`config.mk`:
```
export PLATFORM = sky130hd
export DESIGN_NAME = acc_ctrl
export DESIGN_NICKNAME = d
export VERILOG_FILES = /design/src/inc/acc_pkg.sv /design/src/design/acc_ctrl.sv /design/src/design/acc_sync.sv
export SDC_FILE = /design/constraint.sdc
export NUM_CORES = 1
export LEC_CHECK = 0
export ABC_CLOCK_PERIOD_IN_PS = 8900
export BUFFER_PORTS_ARGS = -buffer_cell sky130_fd_sc_hd__buf_4
export CAP_MARGIN = 5
export CORE_MARGIN = 3
export CORE_UTILIZATION = 38
export DETAILED_ROUTE_END_ITERATION = 10
export GPL_TIMING_DRIVEN = 0
export PLACE_DENSITY = 0.66
export SETUP_SLACK_MARGIN = 0.3
export SLEW_MARGIN = 10
export SYNTH_ARGS = -nofsm -noshare
export SYNTH_HDL_FRONTEND = slang
export SYNTH_SLANG_ARGS = --single-unit
```
`constraint.sdc`:
```
create_clock -name ref_clk_i -period 8.9 [get_ports ref_clk_i]
set_clock_uncertainty 0.05 [all_clocks]
set_input_delay 0.89 -clock ref_clk_i [delete_from_list [all_inputs] [get_ports ref_clk_i]]
set_output_delay 0.89 -clock ref_clk_i [all_outputs]
set_load 0.005 [all_outputs]
```
`src/inc/acc_pkg.sv`:
```
// Constants for the converter serial cycle controller.
// Assumes a 100 MHz reference clock and an APB register bus.
package acc_pkg;
  // Reference clock and conversion clock rates
  localparam int CLK_HZ = 100000000;
  localparam int CLK_NS = 10;
  localparam int OSC_HZ = 307200;
  localparam int OSC_DIV = CLK_HZ / OSC_HZ;
  localparam logic [8:0] OSC_DIV_LAST = 9'(OSC_DIV - 1);
  // Longest external conversion clock phase, then idle timeout
  localparam int EXT_IDLE_NS = 100000;
  localparam int EXT_IDLE_CYC = EXT_IDLE_NS / CLK_NS;
  // Internal shift clock: four conversion ticks per half period
  localparam logic [1:0] ISCK_HALF_LAST = 2'h3;
  // Frame layout
  localparam logic [5:0] FRAME_BITS = 6'h20;
  localparam logic [5:0] CFG_BITS = 6'h08;
  localparam int CFG_EN = 7;
  localparam int CFG_IM = 3;
  localparam int CFG_FA = 2;
  localparam int CFG_FB = 1;
  localparam int CFG_SPD = 0;
  // Register byte offsets
  localparam logic [7:0] OFS_CFG = 8'h00;
  localparam logic [7:0] OFS_STATUS = 8'h04;
  localparam logic [7:0] OFS_RESULT = 8'h08;
  localparam logic [7:0] OFS_IRQ_STAT = 8'h0c;
  localparam logic [7:0] OFS_IRQ_EN = 8'h10;
  localparam logic [7:0] OFS_IRQ_CLR = 8'h14;
  // Mode register fields: temp, reject a, reject b, double rate
  localparam int MODE_IM = 0;
  localparam int MODE_FA = 1;
  localparam int MODE_FB = 2;
  localparam int MODE_SPD = 3;
  localparam logic [3:0] MODE_RESET = 4'h0;
  // Interrupt event bits
  localparam int EV_CONV_DONE = 0;
  localparam int EV_FRAME_DONE = 1;
  localparam int EV_ABORT = 2;
  localparam int EV_CFG_UPD = 3;
  localparam int EV_N = 4;
  // Overrange and underrange payloads
  localparam logic [29:0] WORD_OVER = 30'h30000000;
  localparam logic [29:0] WORD_UNDER = 30'h0fffffff;
  // Cycle states, one-hot
  typedef enum logic [2:0] {
    ACC_CONV = 3'b001,
    ACC_SLEEP = 3'b010,
    ACC_DOUT = 3'b100
  } acc_state_t;
endpackage

```
`src/design/acc_ctrl.sv`:
```
// Conversion, sleep and data-output cycle control with serial port.
// Assumes an analog core answering conv_start_o with conv_done_i,
// and an APB master on the reference clock.
// Operation
// - Serial input bits are taken on rising serial clock edges.
// - Input word selects rejection, temperature input and double speed.
// - Select low enables serial pins and wakes the converter.
// - After conversion, sleep while select stays high.
// - Select rising during output aborts and starts a new conversion.
// - Serial output floats whenever select is high.
// - In conversion or sleep with select low, output shows status.
// - In data output the serial output carries the result bits.
// - Internal clock mode drives the clock pin during data output.
// - Clock mode taken from clock pin at reset and select fall.
// - Weak pull-up on clock pin in internal clock mode.
// - Control pin low: conversion clock from internal oscillator.
// - Clock on control pin replaces the internal oscillator.
// - Overrange and underrange give distinct result codes.
// - Result bits shift out on falling serial clock edges.
// - Update flag, three ignored, temp, two reject, double speed.
// - Temperature input forces normal speed.
// - Select high before any rising edge: back to sleep, keep result.
//
// Local design decisions: register access over APB and the register addresses.
`timescale 1ns/1ps
module acc_ctrl
  import acc_pkg::*;
#(
  parameter int EXT_IDLE = EXT_IDLE_CYC
) (
  input wire logic ref_clk_i,
  input wire logic sys_rst_i,
  // APB slave
  input wire logic psel_i,
  input wire logic penable_i,
  input wire logic pwrite_i,
  input wire logic [7:0] paddr_i,
  input wire logic [31:0] pwdata_i,
  output logic [31:0] prdata_o,
  output logic pready_o,
  output logic pslverr_o,
  output logic irq_o,
  // Serial pins
  input wire logic cs_n_i,
  input wire logic serial_config_in_i,
  output logic serial_result_out_o,
  output logic serial_result_out_oe_o,
  input wire logic sck_i,
  output logic sck_o,
  output logic sck_oe_o,
  output logic sck_pullup_o,
  input wire logic conv_clock_control_i,
  // Analog core side
  input wire logic conv_done_i,
  input wire logic [24:0] conv_result_i,
  input wire logic conv_over_i,
  input wire logic conv_under_i,
  output logic conv_start_o,
  output logic conv_tick_o,
  output logic sleep_o,
  output logic temp_input_select_o,
  output logic reject_select_a_o,
  output logic reject_select_b_o,
  output logic double_rate_select_o
);
  acc_state_t state_q, state_d;
  logic [3:0] pins_s, pins_p_q;
  logic int_mode_q, isck_q, sdo_q, sdo_oe_q, ext_act_q;
  logic sck_oe_q, pull_q, conv_start_q, conv_tick_q;
  logic [8:0] osc_cnt_q;
  logic [15:0] idle_cnt_q;
  logic [2:0] boot_q;
  logic [1:0] half_cnt_q;
  logic [5:0] bit_cnt_q;
  logic [31:0] shift_q, word_q;
  logic [7:0] cfg_sh_q;
  logic [3:0] mode_q;
  logic [EV_N-1:0] irq_st_q, irq_en_q;
  logic [31:0] prdata_q;
  logic pready_q, pslverr_q, irq_q;

  // Pin synchronisers; select inverted so reset reads deselected
  acc_sync #(
    .W(4)
  ) u_sync (
    .clk_i(ref_clk_i),
    .rst_i(sys_rst_i),
    .d_i({conv_clock_control_i, serial_config_in_i, sck_i, ~cs_n_i}),
    .q_o(pins_s)
  );

  // Synchronised levels and edges
  wire cs_n_s = ~pins_s[0];
  wire sck_s = pins_s[1];
  wire sdi_s = pins_s[2];
  wire f0_s = pins_s[3];
  wire cs_fall = pins_p_q[0] & ~cs_n_s;
  wire cs_rise = ~pins_p_q[0] & cs_n_s;
  wire esck_rise = ~pins_p_q[1] & sck_s;
  wire esck_fall = pins_p_q[1] & ~sck_s;
  wire f0_rise = ~pins_p_q[3] & f0_s;

  // Conversion clock select and tick
  wire osc_wrap = (osc_cnt_q == OSC_DIV_LAST);
  wire conv_tick = ext_act_q ? f0_rise : osc_wrap;

  // Data output gating and internal shift clock
  wire in_dout = (state_q == ACC_DOUT);
  wire io_en = in_dout & ~cs_n_s;
  wire frame_end = (bit_cnt_q == FRAME_BITS);
  wire isck_tog = io_en & int_mode_q & conv_tick &
                  (half_cnt_q == ISCK_HALF_LAST) & (~frame_end | isck_q);
  wire sck_rise = int_mode_q ? (isck_tog & ~isck_q) : (io_en & esck_rise);
  wire sck_fall = int_mode_q ? (isck_tog & isck_q) : (io_en & esck_fall);
  wire got_rise = (bit_cnt_q != 6'h00);
  wire frame_done = sck_fall & frame_end;
  wire aborted = in_dout & cs_rise & got_rise & ~frame_end;
  wire back_sleep = in_dout & cs_rise & ~got_rise;
  wire dout_exit = frame_done | aborted | (in_dout & cs_rise & frame_end);

  // Configuration word decode at the end of a transfer
  wire cfg_full = (bit_cnt_q >= CFG_BITS);
  wire cfg_rsvd = cfg_sh_q[CFG_FA] & cfg_sh_q[CFG_FB];
  wire cfg_apply = dout_exit & cfg_full & cfg_sh_q[CFG_EN] & ~cfg_rsvd;
  wire [3:0] cfg_word = {cfg_sh_q[CFG_SPD], cfg_sh_q[CFG_FB],
                         cfg_sh_q[CFG_FA], cfg_sh_q[CFG_IM]};

  // Result word: low end-of-conversion flag, dummy, payload
  wire [29:0] payload = conv_over_i ? WORD_OVER :
                        conv_under_i ? WORD_UNDER :
                        {~conv_result_i[24], conv_result_i, 4'h0};

  // APB decode
  wire apb_acc = psel_i & penable_i & ~pready_q;
  wire apb_done = psel_i & penable_i & pready_q;
  wire hit_cfg = (paddr_i == OFS_CFG);
  wire hit_stat = (paddr_i == OFS_STATUS);
  wire hit_res = (paddr_i == OFS_RESULT);
  wire hit_ist = (paddr_i == OFS_IRQ_STAT);
  wire hit_ien = (paddr_i == OFS_IRQ_EN);
  wire hit_icl = (paddr_i == OFS_IRQ_CLR);
  wire hit_any = hit_cfg | hit_stat | hit_res | hit_ist | hit_ien | hit_icl;
  wire wr_ok = apb_done & pwrite_i & ~pslverr_q;
  wire [31:0] status_word = {16'h0000, 2'h0, bit_cnt_q, 3'h0,
                             ext_act_q, int_mode_q, 3'(state_q)};
  wire [31:0] rd_mux = hit_cfg ? {28'h0000000, mode_q} :
                       hit_stat ? status_word :
                       hit_res ? word_q :
                       hit_ist ? {28'h0000000, irq_st_q} :
                       hit_ien ? {28'h0000000, irq_en_q} : 32'h00000000;

  // Interrupt events
  wire [EV_N-1:0] ev = {cfg_apply, aborted, frame_done,
                        (state_q == ACC_CONV) & conv_done_i};
  wire [EV_N-1:0] ev_clr = (wr_ok & hit_icl) ? pwdata_i[EV_N-1:0] : '0;

  // Cycle state transitions
  always_comb begin
    state_d = state_q;
    unique case (state_q)
      ACC_CONV: if (conv_done_i) state_d = ACC_SLEEP;
      ACC_SLEEP: if (~cs_n_s) state_d = ACC_DOUT;
      ACC_DOUT: begin
        if (dout_exit) begin
          state_d = ACC_CONV;
        end else if (back_sleep) begin
          state_d = ACC_SLEEP;
        end
      end
    endcase
  end

  // State, boot and pin history
  always_ff @(posedge ref_clk_i or posedge sys_rst_i) begin
    if (sys_rst_i) begin
      state_q <= ACC_CONV;
      boot_q <= 3'b001;
      pins_p_q <= 4'h1;
    end else begin
      state_q <= state_d;
      boot_q <= {boot_q[1:0], 1'b0};
      pins_p_q <= {pins_s[3:1], cs_n_s};
    end
  end

  // Conversion start pulse and sleep flag
  always_ff @(posedge ref_clk_i or posedge sys_rst_i) begin
    if (sys_rst_i) begin
      conv_start_q <= 1'b0;
      sleep_o <= 1'b0;
    end else begin
      conv_start_q <= boot_q[2] | (in_dout & (state_d == ACC_CONV));
      sleep_o <= (state_d == ACC_SLEEP);
    end
  end

  always_ff @(posedge ref_clk_i or posedge sys_rst_i) begin
    if (sys_rst_i) begin
      int_mode_q <= 1'b1;
    end else if (boot_q[2] | cs_fall) begin
      int_mode_q <= sck_s;
    end
  end

  always_ff @(posedge ref_clk_i or posedge sys_rst_i) begin
    if (sys_rst_i) begin
      osc_cnt_q <= 9'h000;
    end else begin
      osc_cnt_q <= osc_wrap ? 9'h000 : osc_cnt_q + 9'h001;
    end
  end

  // external clock detect on control pin
  always_ff @(posedge ref_clk_i or posedge sys_rst_i) begin
    if (sys_rst_i) begin
      idle_cnt_q <= 16'h0000;
      ext_act_q <= 1'b0;
    end else if (f0_rise) begin
      idle_cnt_q <= 16'h0000;
      ext_act_q <= 1'b1;
    end else if (idle_cnt_q == 16'(EXT_IDLE)) begin
      ext_act_q <= 1'b0;
    end else begin
      idle_cnt_q <= idle_cnt_q + 16'h0001;
    end
  end

  // Conversion tick out to the modulator
  always_ff @(posedge ref_clk_i or posedge sys_rst_i) begin
    if (sys_rst_i) begin
      conv_tick_q <= 1'b0;
    end else begin
      conv_tick_q <= conv_tick;
    end
  end

  // internal shift clock, eighth of conversion clock
  always_ff @(posedge ref_clk_i or posedge sys_rst_i) begin
    if (sys_rst_i) begin
      half_cnt_q <= 2'h0;
      isck_q <= 1'b0;
    end else if (~io_en | ~int_mode_q) begin
      half_cnt_q <= 2'h0;
      isck_q <= 1'b0;
    end else if (conv_tick) begin
      half_cnt_q <= half_cnt_q + 2'h1;
      if (isck_tog) isck_q <= ~isck_q;
    end
  end

  always_ff @(posedge ref_clk_i or posedge sys_rst_i) begin
    if (sys_rst_i) begin
      word_q <= 32'h00000000;
    end else if ((state_q == ACC_CONV) & conv_done_i) begin
      word_q <= {2'b00, payload};
    end
  end

  // sample input on rising edge, count bits
  always_ff @(posedge ref_clk_i or posedge sys_rst_i) begin
    if (sys_rst_i) begin
      bit_cnt_q <= 6'h00;
      cfg_sh_q <= 8'h00;
    end else if (~in_dout) begin
      bit_cnt_q <= 6'h00;
      cfg_sh_q <= 8'h00;
    end else if (sck_rise & ~frame_end) begin
      bit_cnt_q <= bit_cnt_q + 6'h01;
      if (~cfg_full) cfg_sh_q <= {cfg_sh_q[6:0], sdi_s};
    end
  end

  // shift result out on falling edges
  always_ff @(posedge ref_clk_i or posedge sys_rst_i) begin
    if (sys_rst_i) begin
      shift_q <= 32'h00000000;
    end else if (~in_dout) begin
      shift_q <= word_q;
    end else if (sck_fall & got_rise) begin
      shift_q <= {shift_q[30:0], 1'b0};
    end
  end

  // mode register from serial word or software
  always_ff @(posedge ref_clk_i or posedge sys_rst_i) begin
    if (sys_rst_i) begin
      mode_q <= MODE_RESET;
    end else if (cfg_apply) begin
      mode_q <= cfg_word;
    end else if (wr_ok & hit_cfg) begin
      mode_q <= pwdata_i[3:0];
    end
  end

  // Mode outputs to the analog core
  always_ff @(posedge ref_clk_i or posedge sys_rst_i) begin
    if (sys_rst_i) begin
      temp_input_select_o <= 1'b0;
      reject_select_a_o <= 1'b0;
      reject_select_b_o <= 1'b0;
      double_rate_select_o <= 1'b0;
    end else begin
      temp_input_select_o <= mode_q[MODE_IM];
      reject_select_a_o <= mode_q[MODE_FA];
      reject_select_b_o <= mode_q[MODE_FB];
      double_rate_select_o <= mode_q[MODE_SPD] & ~mode_q[MODE_IM];
    end
  end

  // Serial output pin and clock pin drive
  always_ff @(posedge ref_clk_i or posedge sys_rst_i) begin
    if (sys_rst_i) begin
      sdo_q <= 1'b0;
      sdo_oe_q <= 1'b0;
      sck_oe_q <= 1'b0;
      pull_q <= 1'b0;
    end else begin
      sdo_q <= in_dout ? shift_q[31] : (state_q == ACC_CONV);
      sdo_oe_q <= ~cs_n_s;
      // drive clock pin in internal mode
      sck_oe_q <= io_en & int_mode_q;
      pull_q <= int_mode_q;
    end
  end

  // APB answer: one wait state, registered data
  always_ff @(posedge ref_clk_i or posedge sys_rst_i) begin
    if (sys_rst_i) begin
      pready_q <= 1'b0;
      pslverr_q <= 1'b0;
      prdata_q <= 32'h00000000;
    end else begin
      pready_q <= apb_acc;
      pslverr_q <= apb_acc & ~hit_any;
      prdata_q <= (apb_acc & ~pwrite_i) ? rd_mux : 32'h00000000;
    end
  end

  // Sticky events, set wins over clear
  always_ff @(posedge ref_clk_i or posedge sys_rst_i) begin
    if (sys_rst_i) begin
      irq_st_q <= '0;
      irq_en_q <= '0;
      irq_q <= 1'b0;
    end else begin
      irq_st_q <= (irq_st_q & ~ev_clr) | ev;
      if (wr_ok & hit_ien) irq_en_q <= pwdata_i[EV_N-1:0];
      irq_q <= |(irq_st_q & irq_en_q);
    end
  end

  // Output assignments from flops
  assign prdata_o = prdata_q;
  assign pready_o = pready_q;
  assign pslverr_o = pslverr_q;
  assign irq_o = irq_q;
  assign serial_result_out_o = sdo_q;
  assign serial_result_out_oe_o = sdo_oe_q;
  assign sck_o = isck_q;
  assign sck_oe_o = sck_oe_q;
  assign sck_pullup_o = pull_q;
  assign conv_start_o = conv_start_q;
  assign conv_tick_o = conv_tick_q;
endmodule

```
`src/design/acc_sync.sv`:
```
// Two-flop synchroniser for a group of pin inputs.
// Assumes inputs are asynchronous to clk_i.
`timescale 1ns/1ps
module acc_sync #(
  parameter int W = 1
) (
  input wire logic clk_i,
  input wire logic rst_i,
  input wire logic [W-1:0] d_i,
  output logic [W-1:0] q_o
);
  logic [W-1:0] meta_q;
  logic [W-1:0] sync_q;

  // First stage feeds only the second
  always_ff @(posedge clk_i or posedge rst_i) begin
    if (rst_i) begin
      meta_q <= '0;
      sync_q <= '0;
    end else begin
      meta_q <= d_i;
      sync_q <= meta_q;
    end
  end

  assign q_o = sync_q;
endmodule

```
==> reports/qor.txt, run 1 <==
Routed Antenna Nets: 0
Clk_lat worst skew: 0.43 ns
Top cells by count, synth: 172 x dfrtp_1, 85 x nand2_1, 72 x nor2_1, 43 x mux2i_1, 28 x o31ai_1
Detailed placement HPWL: 11.2 mm
Share of layout cells above drive strength 1: 0.194
N_diodes: 0
Max cap viols: 0
Hold buffers post-CTS: 0
Xor-xnor portion of the synthesized cell area: 0.0232
Dpl cells: 1,046
Psw: 449 uW
# IOs: 124
Final setup vio count: 0
Tot Pwr: 1810 uW
First-pass GRT wire length: 26.6 mm
Yosys cell types: 56
Drt pass-1 iters: 5
Slew Limit Fails: 0
Crit-path max FO: 10
Die Ht: 147 um
RSZ-0062 raised after global routing: no
Cell Area, Synth: 7560 sq um
Largest cells by area after synthesis: dfrtp_1 57%, mux2i_1 5.7%, nand2_1 4.2%
Synthesized area per cell: 10.9 sq um
Sw frac: 0.248
Clock power share: 0.436
Clock Path Buffers: 2
Top cell type's share of synthesized area: 0.569
Final Cell Area: 9240 sq um
Logic pwr share: 0.096
Initial Util: 0.395
Ys async rst share: 1.00
Sink Count: 176
Hold Path Class: reg -> reg
Synth Warn #: 0
F_max: 397 MHz
Synth-to-layout area growth: 22.2%
GPL Wtd Cong: 0.801
H-tree Lvls: 4
Initial antenna violation count: 0
Worst Path Required: 9.21 ns
CTS clk-pin slew, worst paths: 0.07 ns
1st-iter DRT viols: 276
Row Count: 50
Chip width: 147 um
GRT Total Usage: 0.151
#FFs+latches synth: 176
Post-route minimum period: 2.52 ns
# Post-CTS Setup Buffers: 0
Worst slew pin tran: 0.689 ns
Largest family of logic cells by synthesized area: simple AND/OR/NAND/NOR gates
Post-route insts no fill: 1,078
Post-synthesis simple-gate area fraction: 0.167
Vias in the first global route: 5,258
Worst Setup Start Kind: primary input
CTS tree: built
Internal power: 1360 uW
Port bufs: 91
Core area: 19,100 sq um
Via count: 5,373
Wirelength, routed: 15.9 mm
Run status: finished clean
Synth Area in Compound Gates: 0.111
Crit path kind: in -> reg
WP data arrival: 2.83 ns
Cell count after synthesis: 692
Seq pwr share: 0.468
Relative max-transition margin: 0.537
Synth area leader: dfrtp_1
CP endpoint kind: flip-flop
Largest net degree at the start of global routing: 90
Total CTS buffers: 17
Routed WL per cell: 14.8 um
Main synth FF type: dfrtp_1
Post-synth EDFFs: 0
Tcrit/Tclk final: 0.283
Final hold vios: 0
DRC: 0
Fill count: 1,803
CTS Root Cell: clkbuf_16
Cell Pwr Density: 196 nW/um^2
Die area: 21,600 sq um
Post-CTS resize count: 0
Nets: 889
P_leak: 0.00421 uW
Vias per inst: 4.98
Worst VDD drop: 0.138 mV
Total Neg Setup Slack: 0 ns
Seq/Total Area, Yosys: 0.583
Grt total ovfl: 0
Cell with the most instances after synthesis: dfrtp_1
Post-Synth Adder-Cell Area: 0.0116
Cell Area, Placed: 8610 sq um
Multiplexer area fraction after synthesis: 0.0713
power groups by stage:
stage | Combinational (uW) | Clock [uW] | Sequential [uW]
floorplan | 112 | 0 | 856
global placement | 171 | 0 | 862
detailed placement | 176 | 0 | 862
CTS | 177 | 807 | 848
global route | 195 | 843 | 851
finish | 174 | 791 | 848
layout make-up:
class | instances | area, sq um | share of cell area
multi-input combinational | 463 | 2920 | 0.315
clock buffer | 19 | 443 | 0.0479
timing repair buffer | 92 | 711 | 0.0769
clock inverter | 13 | 185 | 0.0200
sequential | 176 | 4410 | 0.477
buffer | 33 | 159 | 0.0172
tap | 260 | 325 | 0.0352
inverter | 22 | 95.1 | 0.0103
critical path, stage by stage:
cell and delay [ns]:
buf_4 0.11, nor3_1 0.24, nand2_1 0.12, or4_1 0.46, buf_2 0.20, nor2b_4 0.27, clkbuf_1 0.35, and2_1 0.19
per-layer routing:
layer / vias up / wire, um / global-route usage
met5: - / 0 / 0
met4: 0 / 117 / 0.0349
met3: 9 / 749 / 0.0416
met2: 116 / 7530 / 0.235
met1: 2638 / 7540 / 0.212
li1: 2610 / - / -
worst paths after layout:
path / startpoint / cells past startpoint / endpoint / slack, ns
hold / removal: boot_q[1] / 0 / boot_q[2] / 0.30
setup / recovery: paddr_i[1] / 8 / prdata_o[21] / 6.38
min in group asynchronous: sys_rst_i / 2 / idle_cnt_q[8] / 0.49
setup reg to reg: osc_cnt_q[0] / 7 / mode_q[3] / 6.46
max in group asynchronous: sys_rst_i / 3 / bit_cnt_q[2] / 7.49
hold reg to reg: boot_q[1] / 0 / boot_q[2] / 0.30
layout by cell type, fill, tap and decap left out, types with 20 or more instances in the layout:
cell / instances
o21ai_1: 25
a21oi_1: 21
inv_1: 20
mux2i_1: 43
o31ai_1: 28
nor2_1: 72
dfrtp_1: 172
buf_4: 93
and2_1: 20
nand2_1: 85
clkbuf_1: 24
flip-flops by register name (all words and copies together) (netlist names), 6 cells and up:
name	cells
bit_cnt_q	6
shift_q	32
prdata_o	30
cfg_sh_q	8
osc_cnt_q	9
idle_cnt_q	16
word_q	27
metrics by stage:
stage	util	hold slack, ns	setup WS, ns
2_1_floorplan	-	0.281	3.19
3_3_place_gp	0.448	0.286	1.27
3_5_place_dp	0.450	0.285	5.93
4_1_cts	0.483	0.300	6.38
5_1_grt	0.483	0.307	6.20
6_report	0.483	0.297	6.38
logic make-up (layout without fill, tap and decap cells):
family / count (synthesis) / after routing
xor+xnor: 20 / 20
other cells: 1 / 3
compound gates: 123 / 123
flops: 176 / 176
mux: 52 / 52
buf+inv: 55 / 179
fa+ha+maj: 7 / 7
simple gates: 258 / 258
(Power assumes the default switching activity.)
==> run 2, diff against run 1 <==
--- a/config.mk
+++ b/config.mk
@@ -5,14 +5,15 @@
 export SDC_FILE = /design/constraint.sdc
 export NUM_CORES = 1
 export LEC_CHECK = 0
-export ABC_CLOCK_PERIOD_IN_PS = 8900
+export ABC_AREA = 1
+export ABC_CLOCK_PERIOD_IN_PS = 2100
 export BUFFER_PORTS_ARGS = -buffer_cell sky130_fd_sc_hd__buf_4
 export CAP_MARGIN = 5
 export CORE_MARGIN = 3
 export CORE_UTILIZATION = 38
 export DETAILED_ROUTE_END_ITERATION = 10
 export GPL_TIMING_DRIVEN = 0
-export PLACE_DENSITY = 0.66
+export PLACE_DENSITY = 0.69
 export SETUP_SLACK_MARGIN = 0.3
 export SLEW_MARGIN = 10
 export SYNTH_ARGS = -nofsm -noshare
==> constraint.sdc (replaced) <==
create_clock -name ref_clk_i -period 2.1 [get_ports ref_clk_i]
set_clock_uncertainty 0.05 [all_clocks]
set_input_delay 0.21 -clock ref_clk_i [delete_from_list [all_inputs] [get_ports ref_clk_i]]
set_output_delay 0.21 -clock ref_clk_i [all_outputs]
set_load 0.005 [all_outputs]
==> run 2 against run 1 <==
  * Area after synthesis increased by 2.1%
  * Flip-flop and latch count unchanged
  * Highest routed layer unchanged
  * Sequential power grew to 4.9 times the previous value
  * Wire length up 25%
  * Largest power group unchanged
  * Utilization up 4.7 points
  * Critical endpoint is now cfg_sh_q[4]
  * Sequential share of layout area is 5.5 points lower
  * Synthesized cell count increased by 23%
  * Critical path type is now reg -> reg
  * Combinational power grew to 14 times the previous value
  * Clock-buffer cell count down 1
  * Critical path depth grew 4
  * First-iteration DRC count rose by 120%
  * Cell count is 21% higher
==> reports/qor.txt, run 2 <==
Run status: finished clean (unchanged)
Top cells by count, synth: 172 x dfrtp_1, 139 x nand2_1, 125 x inv_1, 93 x o21ai_0, 58 x nand3_1 (was 172 x dfrtp_1, 85 x nand2_1, 72 x nor2_1, 43 x mux2i_1, 28 x o31ai_1)
Detailed placement HPWL: 13.1 mm (was 11.2 mm)
CTS Root Cell: clkbuf_16 (unchanged)
Largest Register: shift_q (unchanged)
Largest net degree at the start of global routing: 39 (was 90)
Met3 Usage GRT: 0.0469 (was 0.0416)
Initial Util: 0.392 (was 0.395)
Worst Setup Start Kind: flip-flop (was primary input)
Commonest non-fill, non-tap cells in the layout: 172 x dfrtp_1, 128 x buf_4, 126 x nand2_1 (was 172 x dfrtp_1, 93 x buf_4, 85 x nand2_1)
Total Neg Setup Slack: 0 ns (unchanged)
Drt pass-1 iters: 5 (unchanged)
Top cell type's share of synthesized area: 0.558 (was 0.569)
Fill count: 1,689 (was 1,803)
Synth area leader: dfrtp_1 (unchanged)
1st-iter DRT viols: 595 (was 276)
WP data arrival: 2.20 ns (was 2.83 ns)
Initial antenna violation count: 0 (unchanged)
CP endpoint kind: flip-flop (unchanged)
Main synth FF type: dfrtp_1 (unchanged)
Vias in the first global route: 6,306 (was 5,258)
Dpl cells: 1,216 (was 1,046)
Vias per inst: 5.07 (was 4.98)
Internal power: 6670 uW (was 1360 uW)
Wirelength, routed: 20.0 mm (was 15.9 mm)
RSZ-0062 raised after global routing: yes (was no)
Crit-path max FO: 4 (was 10)
GPL Wtd Cong: 0.826 (was 0.801)
GRT Total Usage: 0.179 (was 0.151)
Clock power share: 0.326 (was 0.436)
Nets: 1,115 (was 889)
Cell Area, Placed: 8850 sq um (was 8610 sq um)
Final hold vios: 0 (unchanged)
Yosys cell types: 39 (was 56)
#FFs+latches synth: 176 (unchanged)
Psw: 3030 uW (was 449 uW)
P_leak: 0.00491 uW (was 0.00421 uW)
Routed Antenna Nets: 0 (unchanged)
Sw frac: 0.312 (was 0.248)
Row Count: 51 (was 50)
Chip width: 149 um (was 147 um)
Post-route minimum period: 1.93 ns
Synthesized area per cell: 9.06 sq um (was 10.9 sq um)
Final setup vio count: 0 (unchanged)
Crit path kind: reg -> reg (was in -> reg)
Grt peak-use layer: met2 (unchanged)
N_diodes: 0 (unchanged)
Logic pwr share: 0.245 (was 0.096)
Seq pwr share: 0.429 (was 0.468)
Post-synth EDFFs: 0 (unchanged)
Slew Limit Fails: 0 (unchanged)
Hold Path Class: in -> reg (was reg -> reg)
Largest register FFs: 32 (unchanged)
DRC: 0 (unchanged)
Seq/Total Area, Yosys: 0.571 (was 0.583)
CTS clk-pin slew, worst paths: 0.07 ns (about the same)
Die area: 22,100 sq um (was 21,600 sq um)
Sink Count: 176 (unchanged)
Final Cell Area: 10,500 sq um (was 9240 sq um)
Cell Area, Synth: 7720 sq um (was 7560 sq um)
Relative max-transition margin: 0.616 (was 0.537)
Worst VDD drop: 0.639 mV (was 0.138 mV)
Clock Path Buffers: 2 (unchanged)
First-pass GRT wire length: 31.6 mm (was 26.6 mm)
Met2 GRT Util: 0.273 (was 0.235)
Worst Path Required: 2.37 ns (was 9.21 ns)
Hold_ws: 0.0358 ns (was 0.297 ns)
Leading cell type in the layout, fill and taps excluded: dfrtp_1 (unchanged)
F_max: 519 MHz
Routed WL per cell: 15.3 um (was 14.8 um)
Port bufs: 92 (was 91)
Total CTS buffers: 17 (unchanged)
Cell with the most instances after synthesis: dfrtp_1 (unchanged)
H-tree Lvls: 4 (unchanged)
Synth Warn #: 0 (unchanged)
Worst slew pin tran: 0.571 ns (was 0.689 ns)
Core area: 19,700 sq um (was 19,100 sq um)
Share of layout cells above drive strength 1: 0.269 (was 0.194)
Clk_lat worst skew: 0.43 ns (about the same)
Tcrit/Tclk final: 0.918
Synth-to-layout area growth: 35.4% (was 22.2%)
Cell count after synthesis: 852 (was 692)
Largest cells by area after synthesis: dfrtp_1 56%, nand2_1 6.8%, inv_1 6.1% (was dfrtp_1 57%, mux2i_1 5.7%, nand2_1 4.2%)
Met1 Use GR: 0.250 (was 0.212)
Post-route insts no fill: 1,309 (was 1,078)
Max cap viols: 0 (unchanged)
Ys async rst share: 1.00 (unchanged)
Via count: 6,637 (was 5,373)
Cell Pwr Density: 928 nW/um^2 (was 196 nW/um^2)
Grt total ovfl: 0 (unchanged)
# IOs: 124 (unchanged)
Die Ht: 149 um (was 147 um)
CTS tree: built (unchanged)
## run 2: cell count changes after synthesis, moves of 13 or more
cell	previous run	this run
inv_1	21	125
o21ai_0	17	93
nand2_1	85	139
mux2i_1	43	0
o211ai_1	0	42
nand3_1	18	58
nor3_1	8	45
nor2_1	72	38
o31ai_1	28	0
o21ai_1	25	4
and2_1	20	0
a21oi_1	21	36
a22oi_1	13	0
## run 2: metrics by stage
stage	utilization	total power [uW]	setup slack, ns
after global placement	0.444	5980	-1.48
after CTS	0.514	9580	0.205
final	0.530	9700	0.172
after detailed placement	0.449	6050	-0.303
after global routing	0.530	10200	0.0686
after floorplan	-	5470	-0.409
## run 2: final cells by class
cell class	count	area, sq um	area share
Clock inverter	14	155	0.0148
Clock buffer	18	429	0.0411
Sequential cell	176	4410	0.422
Tap cell	265	332	0.0317
Buffer	32	218	0.0208
Multi-Input combinational cell	519	3060	0.293
Timing Repair Buffer	158	1370	0.131
Inverter	127	487	0.0466
## run 2: per-layer routing
metal  share of wire  wire (um)
met5               0          0
met4           0.018        354
met3           0.065       1300
met2            0.48       9570
met1            0.44       8770
## run 2: path summary, 6_finish.rpt
kind | startpoint | endpoint | slack (ns) | depth (start not counted)
max in group asynchronous | sys_rst_i | shift_q[21] | 0.71 | 6
worst min register to register | u_sync.meta_q[2] | u_sync.q_o[2] | 0.30 | 0
worst max register to register | osc_cnt_q[1] | cfg_sh_q[4] | 0.17 | 12
min in group asynchronous | sys_rst_i | prdata_o[12] | 0.31 | 3
worst min-delay path | pwrite_i | prdata_o[2] | 0.04 | 4
worst max-delay path | osc_cnt_q[1] | cfg_sh_q[4] | 0.17 | 12
## run 2: worst max-delay path: stages, from the launching register on
cell,delay (ns)
dfrtp_1,0.39
inv_2,0.08
ha_4,0.14
nand2_2,0.06
nor2_4,0.12
nand3_2,0.09
nand2_4,0.11
nand4_1,0.18
nand2_4,0.17
nand3_4,0.13
buf_6,0.16
nand3_2,0.07
o21ai_2,0.06
## run 2: cells by family after synthesis
kind of cell / Yosys count / share of synthesized area
fa+ha+maj: 7 / 0.0113
buf+inv: 159 / 0.0827
compound gates: 192 / 0.144
flops: 176 / 0.571
simple gates: 312 / 0.184
other cells: 1 / 0.000486
xor+xnor: 5 / 0.00567
## run 2: power groups by stage
stage | clock (uW) | sequential [uW] | combinational, uW
finish | 3160 | 4160 | 2380
global route | 3380 | 4220 | 2650
CTS | 3210 | 4170 | 2210
detailed placement | 0 | 4230 | 1820
global placement | 0 | 4220 | 1760
floorplan | 0 | 4160 | 1310
## run 2: what timing repair did
action	CTS	global route
pin swaps	15	25
endpoints found under the setup margin	88	87
hold endpoints to repair	40	0
hold buffers	23	0
resized for setup	81	78
cloned	3	0
buffers inserted	24	11
